**src/core/bridge_ctl_defs.svh**
```systemverilog
/*
 Register offsets, field positions, reset values and timing figures of the
 chip control register bank. Assumes inclusion by bare name from core/.
*/
`ifndef BRIDGE_CTL_DEFS_SVH
`define BRIDGE_CTL_DEFS_SVH

// Register byte offsets
`define CC0_OFFSET 8'h40
`define RSVD_OFFSET 8'h44
`define RSVD_VALUE 32'h00000000
`define ADDR_LSB_ZERO 2'b00

// Field positions in the chip control register
`define FC_UPD_BIT 15
`define RETRY_STS_BIT 16
`define RETRY_LIM_LO 17
`define RETRY_LIM_HI 18
`define DISC_DIS_BIT 19
`define DISC_SHORT_BIT 20
`define CFG_RETRY_LO 21
`define CFG_RETRY_HI 22
`define ORDER_BIT 23
`define CPL_LO 24
`define CPL_HI 25
`define ISO_EN_BIT 26
`define TC_LO 27
`define TC_HI 29
`define LOOPBACK_BIT 30
`define LOCKOUT_BIT 31
`define LOW_FIELD_ZERO 15'h0000

// Byte lanes holding the fields
`define BYTE1 1
`define BYTE2 2
`define BYTE3 3

// Reset values
`define RST_BIT 1'b0
`define RST_RETRY_LIM 2'b00
`define RST_CFG_RETRY 2'b01
`define RST_CPL 2'b01
`define RST_TC 3'b001
`define TC_ZERO 3'b000

// Retry limit codes and counts
`define LIM_NONE 2'b00
`define LIM_256 2'b01
`define LIM_64K 2'b10
`define RETRIES_256 32'h00000100
`define RETRIES_64K 32'h00010000
`define RETRIES_2G 32'h80000000
`define CPL_DISABLED 2'b11

// Clock rate and timing figures
`define CORE_CLK_MHZ 100
`define CFG_RETRY_T0_US 25
`define CFG_RETRY_T1_US 500
`define CFG_RETRY_T2_US 5000
`define CFG_RETRY_T3_US 25000
`define CPL_T0_US 50
`define CPL_T1_US 10000
`define CPL_T2_US 50000
`define DISC_SHORT_CLKS 32'h00000040
`define DISC_SEL0_DEFAULT 32768
`define DISC_SEL1_DEFAULT 1024

`endif

```
**src/core/bridge_ctl_pkg.sv**
```systemverilog
/*
 Types of the chip control register bank.
 Assumes bridge_ctl_defs.svh for the figures.
*/
package bridge_ctl_pkg;

    typedef struct packed {
        logic [31:0] count;
        logic done;
        logic expired;
    } timer_state_t;

    typedef struct packed {
        logic fc_every_one;
        logic retry_sticky;
        logic [1:0] retry_limit;
        logic discard_dis;
        logic discard_short;
        logic [1:0] cfg_retry_code;
        logic in_order;
        logic [1:0] cpl_code;
        logic iso_en;
        logic [2:0] tc;
        logic loopback;
        logic lockout;
        logic strap_done;
        logic ack;
        logic crs;
        logic retry;
        logic [31:0] rdata;
        logic fc_half;
        logic fc_update;
        logic loop_active;
        logic [2:0] mem_tc;
    } ctl_state_t;

endpackage

```
**src/core/bridge_chip_control_regs.sv**
```systemverilog
/*
 Bits 31 to 15 of the chip control register and the reserved word after it,
 with the credit update pacing, retry counter, discard, configuration retry
 and completion timers they steer. Assumes configuration accesses arrive
 as one-cycle requests on core_clk from either interface, test and strap
 pins synchronous to core_clk, and a reverse-select pin high for reverse mode.
*/
//
// Function
// - Field 0 sends credit update every two freed credits, 1 every credit.
// - Retry expiry sets sticky flag; write one or reset clears it.
// - Retry limit code picks unlimited, 256, 64K or 2G retries.
// - Discard timer disable bit 0 enables, 1 disables, with bridge control bit.
// - Short bit gives 64 clocks, else bridge control bit 24 or 25.
// - Configuration retry timer expires at 25us, 0.5ms, 5ms or 25ms.
// - Ordering bit 0 allows out-of-order delayed transactions, 1 forces order.
// - Completion timer expires at 50us, 10ms, 50ms, or is disabled.
// - Isochronous enable picks TC0 or the register traffic class.
// - Three-bit writable traffic class field resets to 001.
// - Loopback bit loops serial link when test pins match; read-only forward.
// - Lockout 0 accepts both interfaces, 1 only the secondary.
// - Locked primary access gets CRS forward, target retry reverse.
// - Lockout resets to 0 with test pin zero low; access depends direction.
// - Register after chip control is reserved, reads zero, ignores writes.
`timescale 1ns/100ps
`default_nettype none
`include "bridge_ctl_defs.svh"
module bridge_chip_control_regs
    import bridge_ctl_pkg::*;
#(
    parameter logic [31:0] CFG_RETRY_T1_CYC = 32'(`CFG_RETRY_T1_US * `CORE_CLK_MHZ),
    parameter logic [31:0] CFG_RETRY_T2_CYC = 32'(`CFG_RETRY_T2_US * `CORE_CLK_MHZ),
    parameter logic [31:0] CFG_RETRY_T3_CYC = 32'(`CFG_RETRY_T3_US * `CORE_CLK_MHZ),
    parameter logic [31:0] CPL_T0_CYC = 32'(`CPL_T0_US * `CORE_CLK_MHZ),
    parameter logic [31:0] CPL_T1_CYC = 32'(`CPL_T1_US * `CORE_CLK_MHZ),
    parameter logic [31:0] CPL_T2_CYC = 32'(`CPL_T2_US * `CORE_CLK_MHZ),
    parameter logic [31:0] DISC_SEL0_CYC = 32'(`DISC_SEL0_DEFAULT),
    parameter logic [31:0] DISC_SEL1_CYC = 32'(`DISC_SEL1_DEFAULT)
)
(
    input wire logic core_clk,
    input wire logic resetn,
    input wire logic cfg_req,
    input wire logic cfg_from_primary,
    input wire logic cfg_write,
    input wire logic [7:0] cfg_addr,
    input wire logic [3:0] cfg_be,
    input wire logic [31:0] cfg_wdata,
    output logic cfg_ack_r,
    output logic cfg_crs_r,
    output logic cfg_retry_r,
    output logic [31:0] cfg_rdata_r,
    input wire logic test_select_pin_zero,
    input wire logic test_select_pin_one,
    input wire logic test_select_pin_two,
    input wire logic mask_input_pin,
    input wire logic reverse_bridge_select_pin,
    input wire logic bridge_ctl_discard_en,
    input wire logic bridge_ctl_primary_sel,
    input wire logic bridge_ctl_secondary_sel,
    input wire logic credit_freed,
    output logic fc_update_r,
    input wire logic retry_xact_active,
    input wire logic pci_retry_event,
    output logic retry_expired_r,
    output logic retry_sticky_r,
    input wire logic discard_pending,
    output logic discard_expired_r,
    input wire logic cfg_retry_pending,
    output logic cfg_retry_expired_r,
    input wire logic cpl_pending,
    output logic cpl_timeout_r,
    output logic in_order_r,
    output logic [2:0] mem_tc_r,
    output logic loopback_active_r
);
    localparam logic [31:0] CFG_RETRY_T0_CYC = 32'(`CFG_RETRY_T0_US * `CORE_CLK_MHZ);

    ctl_state_t cur_r;
    ctl_state_t cur_nxt;
    logic retry_hit;
    logic [31:0] retry_limit_cnt;
    logic [31:0] discard_limit_cnt;
    logic [31:0] cfg_retry_limit_cnt;
    logic [31:0] cpl_limit_cnt;

    function automatic logic [31:0] retry_count_of(input logic [1:0] code);
        case (code)
            `LIM_NONE: retry_count_of = 32'h00000000;
            `LIM_256: retry_count_of = `RETRIES_256;
            `LIM_64K: retry_count_of = `RETRIES_64K;
            default: retry_count_of = `RETRIES_2G;
        endcase
    endfunction

    function automatic logic [31:0] pick4(input logic [1:0] code, input logic [31:0] c0,
                                          input logic [31:0] c1, input logic [31:0] c2,
                                          input logic [31:0] c3);
        case (code)
            2'b00: pick4 = c0;
            2'b01: pick4 = c1;
            2'b10: pick4 = c2;
            default: pick4 = c3;
        endcase
    endfunction

    function automatic logic [31:0] cc0_image(input ctl_state_t s);
        cc0_image = {s.lockout, s.loopback, s.tc, s.iso_en, s.cpl_code, s.in_order,
                     s.cfg_retry_code, s.discard_short, s.discard_dis, s.retry_limit,
                     s.retry_sticky, s.fc_every_one, `LOW_FIELD_ZERO};
    endfunction

    // Retry counter of the transaction in progress
    assign retry_limit_cnt = retry_count_of(cur_r.retry_limit);

    interval_timer u_retry (
        .core_clk(core_clk),
        .resetn(resetn),
        .run(retry_xact_active && (cur_r.retry_limit != `LIM_NONE)),
        .tick(pci_retry_event),
        .limit(retry_limit_cnt),
        .expired_r(retry_hit)
    );

    // Discard timer duration and enable
    assign discard_limit_cnt = cur_r.discard_short ? `DISC_SHORT_CLKS :
        ((reverse_bridge_select_pin ? bridge_ctl_secondary_sel : bridge_ctl_primary_sel) ?
         DISC_SEL1_CYC : DISC_SEL0_CYC);

    interval_timer u_discard (
        .core_clk(core_clk),
        .resetn(resetn),
        .run(discard_pending && !cur_r.discard_dis && bridge_ctl_discard_en),
        .tick(1'b1),
        .limit(discard_limit_cnt),
        .expired_r(discard_expired_r)
    );

    assign cfg_retry_limit_cnt = pick4(cur_r.cfg_retry_code, CFG_RETRY_T0_CYC,
                                       CFG_RETRY_T1_CYC, CFG_RETRY_T2_CYC, CFG_RETRY_T3_CYC);

    interval_timer u_cfg_retry (
        .core_clk(core_clk),
        .resetn(resetn),
        .run(cfg_retry_pending),
        .tick(1'b1),
        .limit(cfg_retry_limit_cnt),
        .expired_r(cfg_retry_expired_r)
    );

    assign cpl_limit_cnt = pick4(cur_r.cpl_code, CPL_T0_CYC, CPL_T1_CYC, CPL_T2_CYC,
                                 32'h00000000);

    interval_timer u_cpl (
        .core_clk(core_clk),
        .resetn(resetn),
        .run(cpl_pending && (cur_r.cpl_code != `CPL_DISABLED)),
        .tick(1'b1),
        .limit(cpl_limit_cnt),
        .expired_r(cpl_timeout_r)
    );

    always_comb begin
        logic hit_cc0;
        logic hit_rsvd;
        logic locked_out;
        logic wr_ok;
        hit_cc0 = ({cfg_addr[7:2], `ADDR_LSB_ZERO} == `CC0_OFFSET);
        hit_rsvd = ({cfg_addr[7:2], `ADDR_LSB_ZERO} == `RSVD_OFFSET);
        locked_out = cur_r.lockout && cfg_from_primary;
        wr_ok = cfg_req && cfg_write && hit_cc0 && !locked_out;
        cur_nxt = cur_r;
        cur_nxt.ack = 1'b0;
        cur_nxt.crs = 1'b0;
        cur_nxt.retry = 1'b0;
        cur_nxt.fc_update = 1'b0;

        // Configuration answers
        if (cfg_req) begin
            if (locked_out) begin
                cur_nxt.crs = !reverse_bridge_select_pin;
                cur_nxt.retry = reverse_bridge_select_pin;
            end else begin
                cur_nxt.ack = 1'b1;
                cur_nxt.rdata = hit_cc0 ? cc0_image(cur_r) : `RSVD_VALUE;
            end
        end
        if (cfg_req && !locked_out && hit_rsvd) begin
            cur_nxt.rdata = `RSVD_VALUE;
        end

        // Register writes by byte lane
        if (wr_ok && cfg_be[`BYTE1]) begin
            cur_nxt.fc_every_one = cfg_wdata[`FC_UPD_BIT];
        end
        if (wr_ok && cfg_be[`BYTE2]) begin
            cur_nxt.retry_limit = cfg_wdata[`RETRY_LIM_HI:`RETRY_LIM_LO];
            cur_nxt.discard_dis = cfg_wdata[`DISC_DIS_BIT];
            cur_nxt.discard_short = cfg_wdata[`DISC_SHORT_BIT];
            cur_nxt.cfg_retry_code = cfg_wdata[`CFG_RETRY_HI:`CFG_RETRY_LO];
            cur_nxt.in_order = cfg_wdata[`ORDER_BIT];
        end
        if (wr_ok && cfg_be[`BYTE3]) begin
            cur_nxt.cpl_code = cfg_wdata[`CPL_HI:`CPL_LO];
            cur_nxt.iso_en = cfg_wdata[`ISO_EN_BIT];
            cur_nxt.tc = cfg_wdata[`TC_HI:`TC_LO];
            if (reverse_bridge_select_pin) begin
                cur_nxt.loopback = cfg_wdata[`LOOPBACK_BIT];
            end else begin
                cur_nxt.lockout = cfg_wdata[`LOCKOUT_BIT];
            end
        end

        // Sticky retry flag, set wins over clear
        if (wr_ok && cfg_be[`BYTE2] && cfg_wdata[`RETRY_STS_BIT]) begin
            cur_nxt.retry_sticky = 1'b0;
        end
        if (retry_hit) begin
            cur_nxt.retry_sticky = 1'b1;
        end

        // Lockout strap caught once after reset release
        if (!cur_r.strap_done) begin
            cur_nxt.strap_done = 1'b1;
            cur_nxt.lockout = test_select_pin_zero;
        end

        // Credit update pacing
        if (credit_freed) begin
            if (cur_r.fc_every_one) begin
                cur_nxt.fc_update = 1'b1;
            end else if (cur_r.fc_half) begin
                cur_nxt.fc_update = 1'b1;
                cur_nxt.fc_half = 1'b0;
            end else begin
                cur_nxt.fc_half = 1'b1;
            end
        end
        if (cur_r.fc_every_one) begin
            cur_nxt.fc_half = 1'b0;
        end

        cur_nxt.mem_tc = cur_r.iso_en ? cur_r.tc : `TC_ZERO;
        cur_nxt.loop_active = cur_r.loopback && !test_select_pin_zero && test_select_pin_one &&
                              test_select_pin_two && mask_input_pin && reverse_bridge_select_pin;
    end

    always_ff @(posedge core_clk or negedge resetn) begin
        if (!resetn) begin
            cur_r <= '0;
            cur_r.fc_every_one <= `RST_BIT;
            cur_r.retry_sticky <= `RST_BIT;
            cur_r.retry_limit <= `RST_RETRY_LIM;
            cur_r.cfg_retry_code <= `RST_CFG_RETRY;
            cur_r.cpl_code <= `RST_CPL;
            cur_r.tc <= `RST_TC;
            cur_r.lockout <= `RST_BIT;
        end else begin
            cur_r <= cur_nxt;
        end
    end

    assign cfg_ack_r = cur_r.ack;
    assign cfg_crs_r = cur_r.crs;
    assign cfg_retry_r = cur_r.retry;
    assign cfg_rdata_r = cur_r.rdata;
    assign fc_update_r = cur_r.fc_update;
    assign retry_expired_r = retry_hit;
    assign retry_sticky_r = cur_r.retry_sticky;
    assign in_order_r = cur_r.in_order;
    assign mem_tc_r = cur_r.mem_tc;
    assign loopback_active_r = cur_r.loop_active;
endmodule
`default_nettype wire

```
**src/core/interval_timer.sv**
```systemverilog
/*
 Up counter that counts ticks while run is high and pulses once on reaching
 the limit. Assumes one clock core_clk and asynchronous active-low reset.
*/
`timescale 1ns/100ps
`default_nettype none
module interval_timer
    import bridge_ctl_pkg::*;
(
    input wire logic core_clk,
    input wire logic resetn,
    input wire logic run,
    input wire logic tick,
    input wire logic [31:0] limit,
    output logic expired_r
);
    timer_state_t cur_r;
    timer_state_t cur_nxt;

    always_comb begin
        cur_nxt = cur_r;
        cur_nxt.expired = 1'b0;
        if (!run) begin
            cur_nxt.count = 32'h00000000;
            cur_nxt.done = 1'b0;
        end else if (tick && !cur_r.done) begin
            if (cur_r.count + 32'h00000001 == limit) begin
                cur_nxt.count = limit;
                cur_nxt.done = 1'b1;
                cur_nxt.expired = 1'b1;
            end else begin
                cur_nxt.count = cur_r.count + 32'h00000001;
            end
        end
    end

    always_ff @(posedge core_clk or negedge resetn) begin
        if (!resetn) begin
            cur_r <= '0;
        end else begin
            cur_r <= cur_nxt;
        end
    end

    assign expired_r = cur_r.expired;
endmodule
`default_nettype wire

```
**config.mk**
```make
export PLATFORM = sky130hd
export DESIGN_NAME = bridge_chip_control_regs
export DESIGN_NICKNAME = d
export VERILOG_FILES = /design/src/core/bridge_ctl_pkg.sv /design/src/core/bridge_chip_control_regs.sv /design/src/core/interval_timer.sv
export VERILOG_INCLUDE_DIRS = /design/src /design/src/core
export SDC_FILE = /design/constraint.sdc
export NUM_CORES = 1
export LEC_CHECK = 0
export ABC_AREA = 1
export BUFFER_PORTS_ARGS = -buffer_cell sky130_fd_sc_hd__buf_2
export CAP_MARGIN = 20
export CORE_ASPECT_RATIO = 0.75
export CORE_MARGIN = 5
export CORE_UTILIZATION = 50
export CTS_BUF_LIST = sky130_fd_sc_hd__clkbuf_4 sky130_fd_sc_hd__clkbuf_8
export DETAILED_ROUTE_END_ITERATION = 16
export PLACE_DENSITY = 0.72
export RECOVER_POWER = 25
export SLEW_MARGIN = 20
export SYNTH_ARGS = -nofsm -noshare
export SYNTH_HDL_FRONTEND = slang
export SYNTH_SLANG_ARGS = --single-unit
```
**constraint.sdc**
```tcl
create_clock -name core_clk -period 2 [get_ports core_clk]
set_input_delay 0.4 -clock core_clk [delete_from_list [all_inputs] [get_ports core_clk]]
set_output_delay 0.4 -clock core_clk [all_outputs]
set_load 0.01 [all_outputs]
```
* After elaboration in Yosys (flattened, before gate mapping)
Cells that the tools add are included.
** Storage, ports and cells
- Bits in registers :: 195
- Output and inout port bits :: 46
- Logic and storage cells :: 138
** Operators by class
- $add $sub $neg :: 4
- Equal/unequal tests :: 21
- Multiplexer cells :: 44
- Reductions and logical operators :: 36
** Operator list (count)
- 32-bit two-way mux :: 7
- 34-bit two-way mux :: 4
- 33-bit two-way mux :: 4
- 32-bit by 1-bit adder with 32-bit output (second input constant) :: 4
- 32-bit case mux with 3 select lines :: 1
- 23-bit case mux with 3 select lines :: 1
- 22-bit case mux with 3 select lines :: 1
- 35-bit two-way mux :: 1
- 32-bit by 16-bit equality test with 1-bit output :: 1
- 32-bit by 22-bit equality test with 1-bit output :: 1
- 32-bit by 23-bit equality test with 1-bit output :: 1
- 32-bit equality test :: 1
- 16-bit two-way mux :: 2
- 1-bit logical AND :: 20
- 1-bit two-way mux :: 15
- 2-bit two-way mux :: 7
- 2-bit inequality test (second input constant) :: 7
- 6-bit by 5-bit equality test with 1-bit output (second input constant) :: 2
- 2-bit AND reduction :: 4
- 2-bit nonzero test :: 4
- 2-bit by 1-bit equality test with 1-bit output (second input constant) :: 3
- 2-bit equality test (second input constant) :: 3
- 2-bit logical NOT :: 3
- 1-bit logical NOT :: 5
- 2 further kinds :: 3

* Depth between registers and ports, before layout
- Word-level depth :: 7
- Mapped depth :: 17
- Mapped depth without buffers :: 17

* Cells and area by module
From an unflattened synthesis, not the netlist that was laid out.
** Second synthesis, totals
- Cells, all modules :: 2363
- Area, all modules :: 14791.7 um^2
** By module, submodules not included
- interval_timer at u_cfg_retry ... :: times used 3, cells each 541, area an instance 3146.8 um^2
- interval_timer at u_retry :: times used 1, cells each 497, area an instance 3015.4 um^2
- bridge_chip_control_regs :: times used 1, cells each 243, area an instance 2336.0 um^2

* Least setup slack after synthesis
No wires, ideal clock.
- Kind :: register to register
- Start point :: register u_cpl.cur_r[2] (netlist bit)
- End point :: register u_cpl.cur_r[6] (netlist bit)
- Arrival :: 1.836 ns
- Required time :: 1.873 ns
- Path slack :: 0.037 ns
- Stages on the path, launching flop included :: 15
- Path buffers :: 0
- Clock period less this slack :: 1.963 ns
- Path through :: dfrtp_1 > ha_1 > nand2_1 > nor2_1 > nand3_1 > nor2_1 > nand2_1 > xor2_1 > nand2_1 > inv_1 > nand2_1 > nor2_2 > nand2_4 > nand2_8 > o21ai_2
** On the way
- Longest elaborated chain between the ends :: 5
** RTL lines
- start: declaration :: RTL line interval_timer.sv:17 : timer_state_t cur_r;
- start signal: assignment :: RTL line interval_timer.sv:41 : cur_r <= cur_nxt;
- 32-bit by 1-bit adder with 32-bit output * :: RTL line interval_timer.sv:27, interval_timer.sv:32
- 32-bit by 23-bit equality test with 1-bit output :: RTL line interval_timer.sv:27 : if (cur_r.count + 32'h00000001 == limit) begin
- 32-bit two-way mux * :: RTL line interval_timer.sv:27
- 34-bit two-way mux * :: RTL line interval_timer.sv:26 : end else if (tick && !cur_r.done) begin
- 33-bit two-way mux * :: RTL line interval_timer.sv:23 : if (!run) begin
Every way passes the cells marked *; elsewhere a longest branch is shown, timed or not. The select of a mux whose other input is x is not followed.
A chain may end at the register's enable or synchronous reset.

* Worst setup path in the final report
- Start point :: register u_cpl.cur_r[3] (netlist bit)
- End point :: register u_cpl.cur_r[30] (netlist bit)
Same word-level chain as after synthesis.

==> reports/results.ini <==
[status]
outcome=finished with violations
violations=setup timing

[clock_network]
cts.sinks=180
cts.clk_slew.worst_paths_ns=0.12
numCtsBuffers=17
cts.path.max_buffers=2
cts_tree=built
insertion_delay_ns=0.50
clockRootBuffer=clkbuf_8
htreeDepth=4

[floorplanning]
dieWidth_um=188.6
num_rows=49
fp.dieArea_um2=27150
chipHeight_um=144.0
coreArea_um2=23790
start_util=0.5029
io_pins=109

[critical_path]
slowest_delay_ns=0.38
reg2reg_to=u_cpl.cur_r[30]$_DFFE_PN0P_
crit_type=reg2reg
r2r-start=u_cpl.cur_r[3]$_DFFE_PN0P_
worstPathArrival_ns=2.65
cp_max_fo=5
rrSetupSlack_ns=-0.26
crit_slowest_cell=dfrtp_1
critPathCaptureType=flip-flop
crit_chain=ha_2 -> nand2_4 -> inv_2 -> nand2_2 -> nor2_4 -> nand2_2 -> nand2_2 -> nand2_1 -> nand2_1 -> nand3_1 -> nor2_2 -> nand3_2 -> nor2_4 -> nand2_4 -> nand2_8 -> o21ai_2
crit_top_cell=nand2_2
startpoint_type=flip-flop
critical_path_required_ns=2.40
rr_worst_depth=16
crit_family=simple AND/OR/NAND/NOR gates
critPathBufInv=1

[global_routing]
grt_max_degree=51
grtUsageMet1=0.3881
antenna_found_initial=0
grt_util_all_layers=0.2689
use_met2=0.4353
grt_pass1_vias=12140
grt_busiest_layer=met2
overflow=0
grtUsageMet3=0.04128
grt_pass1_wl_um=59130

[pwr]
internal-power_w=0.005023
seqPwrFrac=0.522
swShare=0.3053
power.switching_w=0.002208
power_density_nw_per_um2=450.5
peakVddDrop_mv=0.4349
p_total_w=0.007231
clockPowerShare=0.364
combPwrFrac=0.114
p_leak_nw=7.789

[layout]
area.growth.synth_to_final_pct=34.16
fill_cells=2055
diodes=0
finalNetCount=2189
drive_above_1_share=0.3078
final_area_um2=16050

[timing]
max_slew.worst_pin.slew_ns=1.379
slew_violations=0
hold_violations=0
layout_min_cycle_time_ns=2.256
max_slew_margin=0.08055
setup_violations=37
rsz0062_at_grt=yes
fin_skew_ns=0.02144
fmax_mhz=443.3
fin_crit_sh=1.128
worst_slack_ns=-0.2558

[synth]
synth_edf_count=0
netlist.area_leader.share=0.3703
yosysTopAreaCell=dfrtp_1
async_flop_share=1.000
synth_warnings=0
syn_area_um2=11960
ys_seq_elements=180
yosysSeqAreaShare=0.3768
yosysMostFrequentCell=nand2_1
synth_flop_cell=dfrtp_1
synth_cell_types=46
synth_area_per_cell_um2=6.809
synthCells=1757
synth_commonest_cells=nand2_1 (521), inv_1 (212), nor2_1 (204)
synth_area_leaders=dfrtp_1 (37%), nand2_1 (16%), nand3_1 (7.2%)

[place]
place_ws_ns=-0.3012
place_area_um2=14540
io_buffers=75
hpwl_um=27280
gp_congestion=0.9595

[route]
routed_wirelength_um=37650
drc=0
ant_nets=0
drt_iter0_drc=1147
drt_first_pass_iters=6
via_per_inst=5.318
route.vias.total=12930
wl_per_cell_um=15.49

[hold_path]
holdPathStages=3
worstHoldEndpoint=cur_r[47]$_DFFE_PN0P_
hp-class=in2reg
hold_path_startpoint=cfg_wdata[26]

[job]
drv_cap=0

[per-layer routing]
layer,vias to the layer above,part of all wire
met5,-,0
met4,0,0.013
met3,55,0.076
met2,457,0.46
met1,6153,0.45
li1,6264,-
[worst max path at each step]
stage / start / endpoint / slack [ns] / cells after the start
2_1_floorplan: u_cpl.cur_r[2]$_DFFE_PN0P_ / u_cpl.cur_r[6]$_DFFE_PN0P_ / 0.04 / 14
3_3_place_gp: u_cpl.cur_r[2]$_DFFE_PN0P_ / u_cpl.cur_r[2]$_DFFE_PN0P_ / -0.25 / 13
3_5_place_dp: u_cpl.cur_r[2]$_DFFE_PN0P_ / u_cpl.cur_r[2]$_DFFE_PN0P_ / -0.30 / 14
4_1_cts: u_cfg_retry.cur_r[3]$_DFFE_PN0P_ / u_cfg_retry.cur_r[32]$_DFFE_PN0P_ / -0.19 / 16
5_1_grt: u_cpl.cur_r[3]$_DFFE_PN0P_ / u_cpl.cur_r[30]$_DFFE_PN0P_ / -0.39 / 16
6_report: u_cpl.cur_r[3]$_DFFE_PN0P_ / u_cpl.cur_r[30]$_DFFE_PN0P_ / -0.26 / 16
[cell usage in the layout, fill, tap and decap left out, types with 7 or more instances in the layout]
| cell type | instances |
|---|---|
| clkbuf_8 | 18 |
| nand3b_1 | 8 |
| nand3_4 | 8 |
| nand3_1 | 155 |
| nor3_1 | 28 |
| o21ai_2 | 18 |
| buf_4 | 291 |
| nor2_4 | 32 |
| nand2_4 | 12 |
| nand2_1 | 478 |
| xor2_2 | 9 |
| o21ai_1 | 16 |
| inv_2 | 15 |
| nand4_1 | 37 |
| nor2_2 | 41 |
| ha_1 | 10 |
| buf_2 | 74 |
| dfrtp_1 | 174 |
| o21ai_0 | 87 |
| xor2_1 | 39 |
| conb_1 | 16 |
| nor3_2 | 7 |
| nand3_2 | 13 |
| buf_6 | 9 |
| nand2_2 | 49 |
| o22ai_1 | 18 |
| inv_1 | 209 |
| nor2_1 | 162 |
| a21oi_1 | 12 |
[flip-flops by register name, summed over array words and instances, names as in the netlist]
signal                 count
cfg_crs_r                  1
mem_tc_r                   3
u_cfg_retry.expired_r      1
u_retry.cur_r             33
u_cfg_retry.cur_r         33
u_discard.cur_r           33
retry_sticky_r             1
cfg_ack_r                  1
u_cpl.cur_r               33
cfg_retry_r                1
fc_update_r                1
cfg_rdata_r               17
u_retry.expired_r          1
in_order_r                 1
u_discard.expired_r        1
loopback_active_r          1
cur_r                     17
u_cpl.expired_r            1
[cell type report]
type | instances | area [um^2] | share of cell area
Timing Repair Buffer | 384 | 2801 | 0.1746
Tap cell | 306 | 382.9 | 0.02386
Multi-Input combinational cell | 1298 | 7068 | 0.4404
Clock inverter | 14 | 157.7 | 0.009823
Timing Repair inverter | 1 | 7.507 | 0.0004678
Clock buffer | 18 | 247.7 | 0.01544
Sequential cell | 180 | 4512 | 0.2811
Inverter | 230 | 872.1 | 0.05434
[cell families (layout without fill, tap and decap cells)]
| kind of cell | Yosys count | count (layout) | synth area share |
|---|---|---|---|
| AO/OA/AOI/OAI | 167 | 167 | 0.07750 |
| XOR/XNOR | 52 | 52 | 0.03807 |
| flip-flops | 180 | 180 | 0.3768 |
| other | 2 | 16 | 0.0006278 |
| AND/OR/NAND/NOR | 1046 | 1047 | 0.3869 |
| buffers and inverters | 294 | 647 | 0.1036 |
| multiplexers | 2 | 2 | 0.001778 |
| adder cells (fa/ha/maj) | 14 | 14 | 0.01464 |
[tightest hold or removal path, cell delays in order]
cell and delay [ns]:
buf_2 0.08, nand2_1 0.05, nand2_1 0.05
[power by group through the flow]
stage	Clock, W	Sequential [W]	Combinational [W]
2_1_floorplan	0	0.00384	0.000375
3_3_place_gp	0	0.00384	0.000755
3_5_place_dp	0	0.00384	0.000765
4_1_cts	0.00268	0.00377	0.000802
5_1_grt	0.00282	0.00378	0.000908
6_report	0.00263	0.00378	0.000823
[repair_timing]
action                     4_1_cts  5_1_grt
hold endpoints to repair        41        0
setup buffers                   16       20
hold buffers                     1        0
gates resized for setup         94      114
gates cloned                     1        1
pin swaps                       47       59
setup endpoints to repair       37       46
[through the flow]
step	setup TNS, ns	utilization	std cells	hold WS [ns]
2_1_floorplan	0	-	1771	0.1044
3_3_place_gp	-6.264	0.6110	2360	0.3957
3_5_place_dp	-8.311	0.6110	2360	0.4007
4_1_cts	-4.900	0.6504	2410	0.07891
5_1_grt	-11.83	0.6747	2431	0.09031
6_report	-7.117	0.6747	2431	0.09710
Power figures use the tool's default switching activity.
